`config.mk`:
```
export PLATFORM = sky130hd
export DESIGN_NAME = fcp_host
export DESIGN_NICKNAME = d
export VERILOG_FILES = /design/src/include/fcp_pkg.sv /design/src/logic/fcp_cnt.sv /design/src/logic/fcp_host.sv
export SDC_FILE = /design/constraint.sdc
export NUM_CORES = 1
export LEC_CHECK = 0
export BUFFER_PORTS_ARGS = -buffer_cell sky130_fd_sc_hd__buf_2
export CAP_MARGIN = 20
export CORE_AREA = 2 2 107 109
export DETAILED_ROUTE_END_ITERATION = 12
export DIE_AREA = 0 0 109 111
export HOLD_SLACK_MARGIN = 0.03
export PLACE_DENSITY = 0.68
export SYNTH_ARGS = -nofsm -noshare
export SYNTH_HDL_FRONTEND = slang
export SYNTH_SLANG_ARGS = --single-unit
export TNS_END_PERCENT = 5
```
`constraint.sdc`:
```
create_clock -name ref_clk -period 3.6 [get_ports ref_clk]
set_input_delay 0.9 -clock ref_clk [delete_from_list [all_inputs] [get_ports ref_clk]]
set_output_delay 0.9 -clock ref_clk [all_outputs]
set_load 0.1 [all_outputs]
```
`src/include/fcp_pkg.sv`:
```
// package: constants and carrier types for the flash command host
package fcp_pkg;
	localparam int FCP_CLK_NS = 10;
	localparam int FCP_ADDR_W = 16;
	localparam int FCP_DATA_W = 16;
	// strobe timings in ns
	localparam int FCP_WP_NS = 90;
	localparam int FCP_WPH_NS = 90;
	localparam int FCP_DS_NS = 50;
	localparam int FCP_AH_NS = 50;
	localparam int FCP_ACC_NS = 90;
	localparam int FCP_DF_NS = 25;
	localparam int FCP_POLL_HIGH_MIN_NS = 150;
	// cycle counts: least times rounded up
	localparam int FCP_WP_CYC = (FCP_WP_NS + FCP_CLK_NS - 1) / FCP_CLK_NS;
	localparam int FCP_WPH_CYC = (FCP_WPH_NS + FCP_CLK_NS - 1) / FCP_CLK_NS;
	localparam int FCP_ACC_CYC = (FCP_ACC_NS + FCP_CLK_NS - 1) / FCP_CLK_NS;
	localparam int FCP_DF_CYC = (FCP_DF_NS + FCP_CLK_NS - 1) / FCP_CLK_NS;
	localparam int FCP_POLL_HIGH_CYC = (FCP_POLL_HIGH_MIN_NS + FCP_CLK_NS - 1) / FCP_CLK_NS;
	localparam int FCP_CNT_W = 8;
	// command data and address values
	localparam logic [7:0] FCP_CHIP_ERASE_SEL = 8'h10;
	localparam logic [7:0] FCP_MAIN_ERASE_DATA = 8'h30;
	localparam logic [15:0] FCP_ID_MFR_ADDR = 16'h0000;
	localparam logic [15:0] FCP_ID_DEV_ADDR = 16'h0001;
	localparam logic [15:0] FCP_BOOT_LO = 16'h0000;
	localparam logic [15:0] FCP_BOOT_HI = 16'h1fff;
	localparam logic [14:0] FCP_CMD_ADDR_MASK = 15'h7fff;
	localparam logic [6:0] FCP_TOGGLE_BIT = 7'h06;
	localparam int FCP_SEQ_MAX = 6;

	typedef enum logic [2:0]
	{
		FCP_OP_READ,
		FCP_OP_WRITE,
		FCP_OP_POLL
	} fcp_op_e;

	typedef struct packed
	{
		fcp_op_e op;
		logic [15:0] addr;
		logic [15:0] data;
	} fcp_req_s;

	typedef struct packed
	{
		logic ce_n;
		logic oe_n;
		logic we_n;
		logic [15:0] addr;
		logic [15:0] dq_o;
		logic dq_oe;
	} fcp_pins_s;
endpackage

```
`src/logic/fcp_cnt.sv`:
```
// timer: loads a count and flags when it has run out
`timescale 1ns/1ps
module fcp_cnt
	import fcp_pkg::*;
#(
	parameter int W = FCP_CNT_W
)
(
	// clock and reset
	input wire logic ref_clk,
	input wire logic sys_rst,
	input wire logic clk_en,
	// control
	input wire logic load,
	input wire logic [W-1:0] load_val,
	// status
	output logic done
);
	logic [W-1:0] cnt_r;

	always_ff @(posedge ref_clk or posedge sys_rst)
	begin
		if (sys_rst)
			cnt_r <= '0;
		else if (clk_en)
		begin
			if (load)
				cnt_r <= load_val;
			else if (cnt_r != '0)
				cnt_r <= cnt_r - 1'b1;
		end
	end

	// no path from load to done, so a reload on done is no loop
	assign done = (cnt_r == '0);
endmodule

```
`src/logic/fcp_host.sv`:
```
// host sequencer that drives the flash strobes, address and data pins
`timescale 1ns/1ps
module fcp_host
	import fcp_pkg::*;
#(
	parameter int POLL_MAX = 65535
)
(
	// clock and reset
	input wire logic ref_clk,
	input wire logic sys_rst,
	input wire logic clk_en,
	// request side
	input wire logic req_valid,
	input wire fcp_req_s req,
	output logic req_ready,
	output logic rsp_valid,
	output logic [15:0] rsp_data,
	output logic rsp_timeout,
	// flash pins
	output fcp_pins_s pins,
	input wire logic [15:0] dq_i
);
	// ****************
	// state and timers
	// ****************
	typedef enum logic [3:0]
	{
		ST_IDLE,
		ST_WR_LOW,
		ST_WR_HIGH,
		ST_RD_LOW,
		ST_RD_FLOAT,
		ST_PL_LOW,
		ST_PL_HIGH,
		ST_DONE
	} fcp_state_e;

	fcp_state_e state_r;
	fcp_req_s req_r;
	logic t_load;
	logic [FCP_CNT_W-1:0] t_val;
	logic t_done;
	logic have_prev_r;
	logic prev_bit_r;
	logic [31:0] poll_cnt_r;
	logic cur_bit;
	logic settled_r;
	logic poll_stop;

	assign cur_bit = dq_i[FCP_TOGGLE_BIT[3:0]];
	assign poll_stop = settled_r || (poll_cnt_r >= 32'(POLL_MAX));

	fcp_cnt #(.W(FCP_CNT_W)) u_timer
	(
		.ref_clk(ref_clk),
		.sys_rst(sys_rst),
		.clk_en(clk_en),
		.load(t_load),
		.load_val(t_val),
		.done(t_done)
	);

	// ****************
	// sequencer
	// ****************
	always_comb
	begin
		t_load = 1'b0;
		t_val = '0;
		case (state_r)
			ST_IDLE:
			begin
				t_load = req_valid;
				t_val = (req.op == FCP_OP_WRITE) ? FCP_CNT_W'(FCP_WP_CYC - 1)
					: FCP_CNT_W'(FCP_ACC_CYC - 1);
			end
			ST_WR_LOW:
			begin
				t_load = t_done;
				t_val = FCP_CNT_W'(FCP_WPH_CYC - 1);
			end
			ST_RD_LOW:
			begin
				t_load = t_done;
				t_val = FCP_CNT_W'(FCP_DF_CYC - 1);
			end
			ST_PL_LOW:
			begin
				t_load = t_done;
				t_val = FCP_CNT_W'(FCP_POLL_HIGH_CYC - 1);
			end
			ST_PL_HIGH:
			begin
				t_load = t_done;
				t_val = FCP_CNT_W'(FCP_ACC_CYC - 1);
			end
			default:
				t_load = 1'b0;
		endcase
	end

	always_ff @(posedge ref_clk or posedge sys_rst)
	begin
		if (sys_rst)
		begin
			state_r <= ST_IDLE;
			req_r <= '0;
		end
		else if (clk_en)
		begin
			case (state_r)
				ST_IDLE:
					if (req_valid)
					begin
						req_r <= req;
						case (req.op)
							FCP_OP_WRITE: state_r <= ST_WR_LOW;
							FCP_OP_POLL: state_r <= ST_PL_LOW;
							default: state_r <= ST_RD_LOW;
						endcase
					end
				ST_WR_LOW:
					if (t_done)
						state_r <= ST_WR_HIGH;
				ST_WR_HIGH:
					if (t_done)
						state_r <= ST_DONE;
				ST_RD_LOW:
					if (t_done)
						state_r <= ST_RD_FLOAT;
				ST_RD_FLOAT:
					if (t_done)
						state_r <= ST_DONE;
				ST_PL_LOW:
					if (t_done)
						state_r <= ST_PL_HIGH;
				ST_PL_HIGH:
					if (t_done)
					begin
						if (poll_stop)
							state_r <= ST_DONE;
						else
							state_r <= ST_PL_LOW;
					end
				ST_DONE:
					state_r <= ST_IDLE;
				default:
					state_r <= ST_IDLE;
			endcase
		end
	end

	// ****************
	// toggle tracking
	// ****************
	always_ff @(posedge ref_clk or posedge sys_rst)
	begin
		if (sys_rst)
		begin
			have_prev_r <= 1'b0;
			prev_bit_r <= 1'b0;
			poll_cnt_r <= '0;
			settled_r <= 1'b0;
		end
		else if (clk_en)
		begin
			if (state_r == ST_IDLE)
			begin
				have_prev_r <= 1'b0;
				poll_cnt_r <= '0;
				settled_r <= 1'b0;
			end
			else if (state_r == ST_PL_LOW && t_done)
			begin
				have_prev_r <= 1'b1;
				settled_r <= have_prev_r && (prev_bit_r == cur_bit);
				prev_bit_r <= cur_bit;
				poll_cnt_r <= poll_cnt_r + 32'h1;
			end
		end
	end

	// ****************
	// pin drive
	// ****************
	always_ff @(posedge ref_clk or posedge sys_rst)
	begin
		if (sys_rst)
		begin
			pins <= '{ce_n: 1'b1, oe_n: 1'b1, we_n: 1'b1, addr: 16'h0000,
				dq_o: 16'h0000, dq_oe: 1'b0};
		end
		else if (clk_en)
		begin
			case (state_r)
				ST_IDLE:
					if (req_valid)
					begin
						pins.addr <= req.addr;
						pins.ce_n <= 1'b0;
						if (req.op == FCP_OP_WRITE)
						begin
							pins.dq_o <= req.data;
							pins.dq_oe <= 1'b1;
							pins.we_n <= 1'b0;
							// output enable held high on writes
							pins.oe_n <= 1'b1;
						end
						else
						begin
							pins.dq_oe <= 1'b0;
							pins.oe_n <= 1'b0;
						end
					end
				ST_WR_LOW:
					if (t_done)
					begin
						pins.we_n <= 1'b1;
						pins.ce_n <= 1'b1;
					end
				ST_WR_HIGH:
					if (t_done)
						pins.dq_oe <= 1'b0;
				ST_RD_LOW:
					if (t_done)
					begin
						pins.oe_n <= 1'b1;
						pins.ce_n <= 1'b1;
					end
				ST_PL_LOW:
					if (t_done)
					begin
						pins.oe_n <= 1'b1;
						pins.ce_n <= 1'b1;
					end
				ST_PL_HIGH:
					// low again only after high time
					if (t_done && !poll_stop)
					begin
						pins.oe_n <= 1'b0;
						pins.ce_n <= 1'b0;
					end
				default:
					pins.dq_oe <= 1'b0;
			endcase
		end
	end

	// ****************
	// answer
	// ****************
	always_ff @(posedge ref_clk or posedge sys_rst)
	begin
		if (sys_rst)
		begin
			req_ready <= 1'b0;
			rsp_valid <= 1'b0;
			rsp_data <= 16'h0000;
			rsp_timeout <= 1'b0;
		end
		else if (clk_en)
		begin
			req_ready <= (state_r == ST_DONE) || (state_r == ST_IDLE && !req_valid);
			rsp_valid <= 1'b0;
			if (state_r == ST_RD_LOW && t_done)
				rsp_data <= dq_i;
			if (state_r == ST_PL_LOW && t_done)
				rsp_data <= dq_i;
			if (state_r == ST_PL_HIGH && t_done && poll_stop && !settled_r)
				rsp_timeout <= 1'b1;
			else if (state_r == ST_IDLE && req_valid)
				rsp_timeout <= 1'b0;
			if (state_r == ST_DONE)
				rsp_valid <= 1'b1;
		end
	end
endmodule

```
==> key figures, run 1 <==
Setup path
  – FF-to-FF setup slack: 1.10 ns
  – CP peak stage delay: 0.74 ns
  – Critical-path cell list: inv_1 > nand3_1 > buf_4 > and2_0 > o21ai_0 > o21ai_0
  – CP Capture Type: flip-flop
  – Crit path buf inv count: 2
  – CP delay by family, top: simple AND/OR/NAND/NOR gates
  – Reg2reg end: poll_cnt_r[2]$_DFFE_PP0P_
  – CP Launch Type: flip-flop
  – CP max FO: 21
  – R2R cell count: 6
  – Setup CP Type: flip-flop to flip-flop
  – Most used cell, CP: o21ai_0
  – Worst Path Required: 3.87 ns
  – Worst Path Arrival: 2.76 ns
  – Worst R2R Start: state_r[0]$_DFFE_PP0P_
  – Slowest cell on the critical path: dfrtp_1

Worst hold path
  – Hold path depth: 2
  – Hold Startpoint: have_prev_r$_DFFE_PP0P_
  – Hold/Removal Path Class: flip-flop to flip-flop
  – Hold Path End: have_prev_r$_DFFE_PP0P_

GRT
  – Number of global-route vias before repair: 3990
  – Overall routing resource usage: 0.1965
  – Initial antenna violation count: 0
  – Largest net degree at the start of global routing: 54
  – First-pass GRT wire length: 19.02 mm
  – Grt total ovfl: 0

Layout
  – # diodes: 0
  – Layout net count: 614
  – Post-Layout Cell Count: 704
  – Final instance area: 0.005857 mm2
  – Layout cells sized above 1: 0.3547
  – Layout area overhead: 20.61%

Timing
  – RSZ-0062 raised after global routing: false
  – Worst hold margin: 0.4845 ns
  – Slew of the pin with the lowest slew margin: 0.8817 ns
  – Final Critical Period: 2.497 ns
  – Max frequency: 400.5 MHz
  – Clock Skews: 0.005237 ns
  – Worst rel slew slack: 0.4067
  – Final setup viols: 0
  – Hold Fails Final Rpt: 0
  – Final Cycle Share: 0.6936
  – Final Slew Violations: 0
  – Setup TNS: 0 ns

Synthesis
  – Top FF cell, synth: dfrtp_1
  – Area contributors post-synth: dfrtp_1 51%, mux2_2 12%, o21ai_0 4.0%
  – Synth Cell Area: 0.004856 mm2
  – Number of synthesized flops with an enable pin: 0
  – Syn Inst Count: 449
  – Avg Inst Size Synth: 10.81 um2
  – Cell taking the most area after synthesis: dfrtp_1
  – Mapped Nets: 507
  – Yosys top cell area share: 0.5050
  – Count of state elements after synthesis: 101
  – Asr flop ratio synth: 1.000
  – Unique cell type count in the Yosys netlist: 61
  – Register area share after synthesis: 0.5213
  – Synth warn: 0
  – Synth top cells by count: 98 x dfrtp_1, 50 x mux2_2, 40 x nand2_1, 39 x o21ai_0, 31 x nand3_1
  – Top-count cell post-synth: dfrtp_1

Route
  – Drt drc: 0
  – DR WL/cell: 15.72 um
  – Routed Antenna Nets: 0
  – Routed vias: 3898
  – Initial DRC count: 293
  – Pre-Repair DR Iteration Count: 5
  – DR vias/cell: 5.537
  – Total wire length: 11.07 mm

Placement
  – DP HPWL: 7.847 mm
  – Cell Area, Placed: 0.005529 mm2
  – Final Wtd Congestion: 0.8304
  – Placed cell count: 688
  – IO buf count: 109

Clock tree
  – Root buf cell: clkbuf_16
  – Skew-Pair Late Insertion Delay: 0.34 ns
  – CTS sink cnt: 101
  – CTS tree: built
  – H-tree depth: 3
  – Cts hold-fix bufs: 0
  – Post-CTS setup buffers: 0
  – CTS Buf Count: 9
  – Post-cts resize count: 0
  – Worst-path clk slew: 0.07 ns
  – CTS max path bufs: 2

Die
  – CORE AREA: 0.01108 mm2
  – Die X: 109 um
  – Die height: 111 um
  – Rows: 39
  – Initial Utilization: 0.4384
  – Die area: 0.01210 mm2
  – Top Ports: 110

Power and ir drop
  – Power per Cell Area: 947.9 mW/mm2
  – Worst VDD drop: 862.1 uV
  – LEAKAGE: 2.785 nW

Outcome
  – Status: finished clean

Run
  – Maxcap violations: 0
per-layer routing:
metal | wire length [um] | vias up | global-route usage
li1 | - | 1872 | -
met3 | 623 | 9 | 0.05056
met1 | 4795 | 1913 | 0.2593
met4 | 140 | 0 | 0.06068
met5 | 0 | - | 0
met2 | 5506 | 104 | 0.3159
where the power goes:
| part | internal [mW] | switching (mW) | leakage (nW) |
|---|---|---|---|
| registers | 1.45 | 0.260 | 1.34 |
| clock network | 0.648 | 0.417 | 0.156 |
| logic | 0.546 | 2.23 | 1.29 |
| total | 2.65 | 2.91 | 2.78 |
logic make-up (layout without fill, tap and decap cells):
| family | Yosys count | after routing | share of synthesized area |
|---|---|---|---|
| DFF | 101 | 101 | 0.5213 |
| and+or+nand+nor | 154 | 154 | 0.1713 |
| AOI/OAI and AO/OA | 98 | 98 | 0.1299 |
| xor gates and xnor gates | 10 | 10 | 0.01804 |
| adders and majority gates | 3 | 3 | 0.007731 |
| buffers and inverters | 30 | 142 | 0.02963 |
| muxes | 53 | 53 | 0.1221 |
worst min-delay path: stages, from the launching register on:
cell and delay (ns):
dfrtp_1 0.35, nand2_1 0.05, nand2_1 0.06
registers in the layout, summed over array words and instances (netlist names):
register / cells
rsp_valid: 1
rsp_data: 16
settled_r: 1
prev_bit_r: 1
pins: 36
have_prev_r: 1
u_timer.cnt_r: 8
rsp_timeout: 1
req_ready: 1
state_r: 3
poll_cnt_r: 32
how the worst max path moves through the flow:
stage	startpoint	slack, ns	end	cells past startpoint
after global placement	req_valid	0.95	pins[12]$_DFFE_PP0P_	5
final	state_r[0]$_DFFE_PP0P_	1.10	poll_cnt_r[2]$_DFFE_PP0P_	6
after floorplan	sys_rst	0.06	have_prev_r$_DFFE_PP0P_	1
after detailed placement	req_valid	0.86	pins[5]$_DFFE_PP0P_	5
after global routing	state_r[0]$_DFFE_PP0P_	0.78	poll_cnt_r[19]$_DFFE_PP0P_	6
after CTS	state_r[0]$_DFFE_PP0P_	1.11	poll_cnt_r[2]$_DFFE_PP0P_	6
final cells by class:
type	instances	area (um2)
Clock inverter	3	67.56
Timing Repair Buffer	116	598.1
Sequential cell	101	2531
Clock buffer	13	260.3
Fill cell	955	5220
Multi-Input combinational cell	318	2181
Inverter	10	40.04
Tap cell	143	178.9
placed cells by master (no fill, tap or decap), drive strengths merged, types with 13 or more instances in the layout:
master,synthesis,final
a21oi,13,13
buf,12,116
clkbuf,8,13
dfrtp,98,98
mux2,50,50
nand2,40,40
nand3,33,33
nand4,13,13
nor2,22,22
o21ai,40,40
through the flow:
stage / utilization / total power, mW / setup slack [ns]
after floorplan: - / 4.052 / 0.05783
after global placement: 0.4992 / 4.454 / 0.9514
after detailed placement: 0.4992 / 4.512 / 0.8556
after CTS: 0.5287 / 5.583 / 1.106
after global routing: 0.5287 / 5.780 / 0.7838
final: 0.5287 / 5.552 / 1.103
Power figures use the tool's default switching activity.
==> inputs of run 2 (changes only) <==
Settings changed: ABC_AREA set to 1, CORE_AREA 2 2 107 109 to 2 2 111 113, DIE_AREA 0 0 109 111 to 0 0 113 115.
Clock period 3.6 ns to 2.1 ns, I/O delays scaled along.
==> key figures, run 2 <==
Outcome
  – Status: finished clean

Placement
  – Final Wtd Congestion: 0.9254
  – Dpl ws: 0.2837 ns
  – Cell Area, Placed: 0.005956 mm2
  – DP HPWL: 9.394 mm
  – IO buf count: 109

Route
  – Routed Antenna Nets: 0
  – DR vias/cell: 5.035
  – Initial DRC count: 200
  – Total wire length: 12.62 mm
  – Routed vias: 4511
  – Drt drc: 0
  – DR WL/cell: 14.09 um
  – Pre-Repair DR Iteration Count: 7

Clock tree
  – Post-cts resize count: 0
  – CTS sink cnt: 101
  – CTS Buf Count: 9
  – H-tree depth: 3
  – Post-CTS setup buffers: 0
  – CTS max path bufs: 2
  – Worst-path clk slew: 0.07 ns
  – CTS tree: built
  – Skew-Pair Late Insertion Delay: 0.36 ns
  – Root buf cell: clkbuf_16
  – Cts hold-fix bufs: 0

Layout
  – Layout fillers: 1117
  – Area of the multi-input gates: 0.002416 mm2
  – Top reg by flops: pins
  – Layout area overhead: 19.96%
  – Layout cells sized above 1: 0.2443
  – Most common cell after layout, fill and taps aside: nand2_1
  – # diodes: 0
  – Most frequent cells in the layout: 206 x nand2_1, 109 x buf_2, 98 x dfrtp_1
  – Layout net count: 802
  – Sequential cell area: 0.002531 mm2
  – Final instance area: 0.006272 mm2
  – Top flop regs: pins: 36 flops, poll_cnt_r: 32 flops, rsp_data: 16 flops
  – Max reg flops: 36

Timing
  – Worst rel slew slack: 0.6215
  – Hold Fails Final Rpt: 0
  – Slew of the pin with the lowest slew margin: 0.5678 ns
  – Final Slew Violations: 0
  – Final setup viols: 0
  – Final Critical Period: 1.844 ns
  – Max frequency: 542.2 MHz
  – RSZ-0062 raised after global routing: false
  – Clock Skews: 0.009469 ns
  – Setup TNS: 0 ns
  – Final Cycle Share: 0.8782
  – Fin worst setup slack: 0.2558 ns

Power and ir drop
  – Power per Cell Area: 1723 mW/mm2
  – Total power: 10.81 mW
  – Worst VDD drop: 1098 uV
  – LEAKAGE: 3.147 nW

Synthesis
  – Mapped Nets: 686
  – Unique cell type count in the Yosys netlist: 37
  – Top-count cell post-synth: nand2_1
  – Asr flop ratio synth: 1.000
  – Area contributors post-synth: dfrtp_1 47%, nand2_1 15%, nor2_1 5.1%
  – Syn Inst Count: 628
  – Synth top cells by count: 206 x nand2_1, 98 x dfrtp_1, 71 x nor2_1, 47 x inv_1, 30 x o21ai_0
  – Synth Cell Area: 0.005229 mm2
  – Number of synthesized flops with an enable pin: 0
  – Yosys top cell area share: 0.4690
  – Top FF cell, synth: dfrtp_1
  – Avg Inst Size Synth: 8.326 um2
  – Count of state elements after synthesis: 101
  – Cell taking the most area after synthesis: dfrtp_1
  – Synth warn: 0
  – Register area share after synthesis: 0.4841

Setup path
  – Worst Path Required: 1.57 ns
  – Worst R2R Start: state_r[1]$_DFFE_PP0P_
  – CP max FO: 2
  – Reg2reg end: pins[20]$_DFFE_PP0P_
  – CP Capture Type: output pin
  – Critical-path cell list: buf_2
  – R2R cell count: 6
  – FF-to-FF setup slack: 0.27 ns
  – Crit path buf inv count: 1
  – CP Launch Type: flip-flop
  – CP peak stage delay: 0.54 ns
  – Worst Path Arrival: 1.32 ns
  – Slowest cell on the critical path: dfstp_2
  – Setup CP Type: flip-flop to output pin
  – CP delay by family, top: flip-flops

GRT
  – Met2 global-route usage: 0.3273
  – Initial antenna violation count: 0
  – Overall routing resource usage: 0.1992
  – Number of global-route vias before repair: 4279
  – Met1 Use GR: 0.2650
  – Largest net degree at the start of global routing: 102
  – GRT busiest layer: met2
  – First-pass GRT wire length: 20.83 mm
  – Grt total ovfl: 0
  – Met3 Use GR: 0.04955

Die
  – Die area: 0.01300 mm2
  – Initial Utilization: 0.4427
  – Top Ports: 110
  – CORE AREA: 0.01181 mm2
  – Die height: 115 um
  – Rows: 40
  – Die X: 113 um

Run
  – Maxcap violations: 0

Worst hold path
  – Hold/Removal Path Class: input port to asynchronous set/reset pin
## run 2: logic make-up (layout without fill, tap and decap cells)
logic type,Yosys count,after routing,synth area share
AOI/OAI and AO/OA,65,65,0.06796
xor gates and xnor gates,13,13,0.02178
adders and majority gates,3,3,0.007180
buffers and inverters,66,187,0.05384
DFF,101,101,0.4841
muxes,31,31,0.07251
and+or+nand+nor,349,349,0.2927
## run 2: metrics by stage
step                hold slack [ns]  instances  utilization
CTS                          0.3418        896       0.5310
global route                 0.3669        896       0.5310
floorplan                    0.4557        628            -
global placement             0.4508        880       0.5042
finish                       0.2788        896       0.5310
detailed placement           0.4514        880       0.5042
## run 2: where the power goes
group	internal [mW]	leakage [nW]	switching, mW
Combinational	1.15	1.67	4.85
Sequential	2.60	1.33	0.446
Clock	0.954	0.151	0.810
## run 2: final cells by class
class                           count  share of cell area
Tap cell                          147             0.02932
Multi-Input combinational cell    461              0.3852
Sequential cell                   101              0.4036
Timing Repair Buffer              117             0.09854
Inverter                           54             0.03291
Clock buffer                        9             0.03591
Clock inverter                      7             0.01456
## run 2: layer usage
| layer | wire length (um) | vias up |
|---|---|---|
| met5 | 0 | - |
| met4 | 146 | 0 |
| met3 | 647 | 16 |
| met2 | 6135 | 110 |
| met1 | 5693 | 2130 |
| li1 | - | 2255 |
## run 2: worst max-delay path by stage
stage	start	endpoint	slack (ns)	cells after the start
2_1_floorplan	sys_rst	have_prev_r$_DFFE_PP0P_	0.37	1
4_1_cts	pins[33]$_DFFE_PP1P_	pins[33]	0.24	1
3_3_place_gp	state_r[1]$_DFFE_PP0P_	pins[26]$_DFFE_PP0P_	0.31	6
6_report	pins[33]$_DFFE_PP1P_	pins[33]	0.26	1
3_5_place_dp	state_r[1]$_DFFE_PP0P_	pins[20]$_DFFE_PP0P_	0.28	6
5_1_grt	u_timer.cnt_r[0]$_DFFE_PP0P_	poll_cnt_r[21]$_DFFE_PP0P_	0.11	9
## run 2: worst reg2reg max path: stages, from the launching register on
cell     delay, ns
dfrtp_1       0.50
nor2_2        0.20
nand2_1       0.11
inv_2         0.11
nand2_4       0.13
nor2_8        0.28
mux2_1        0.37
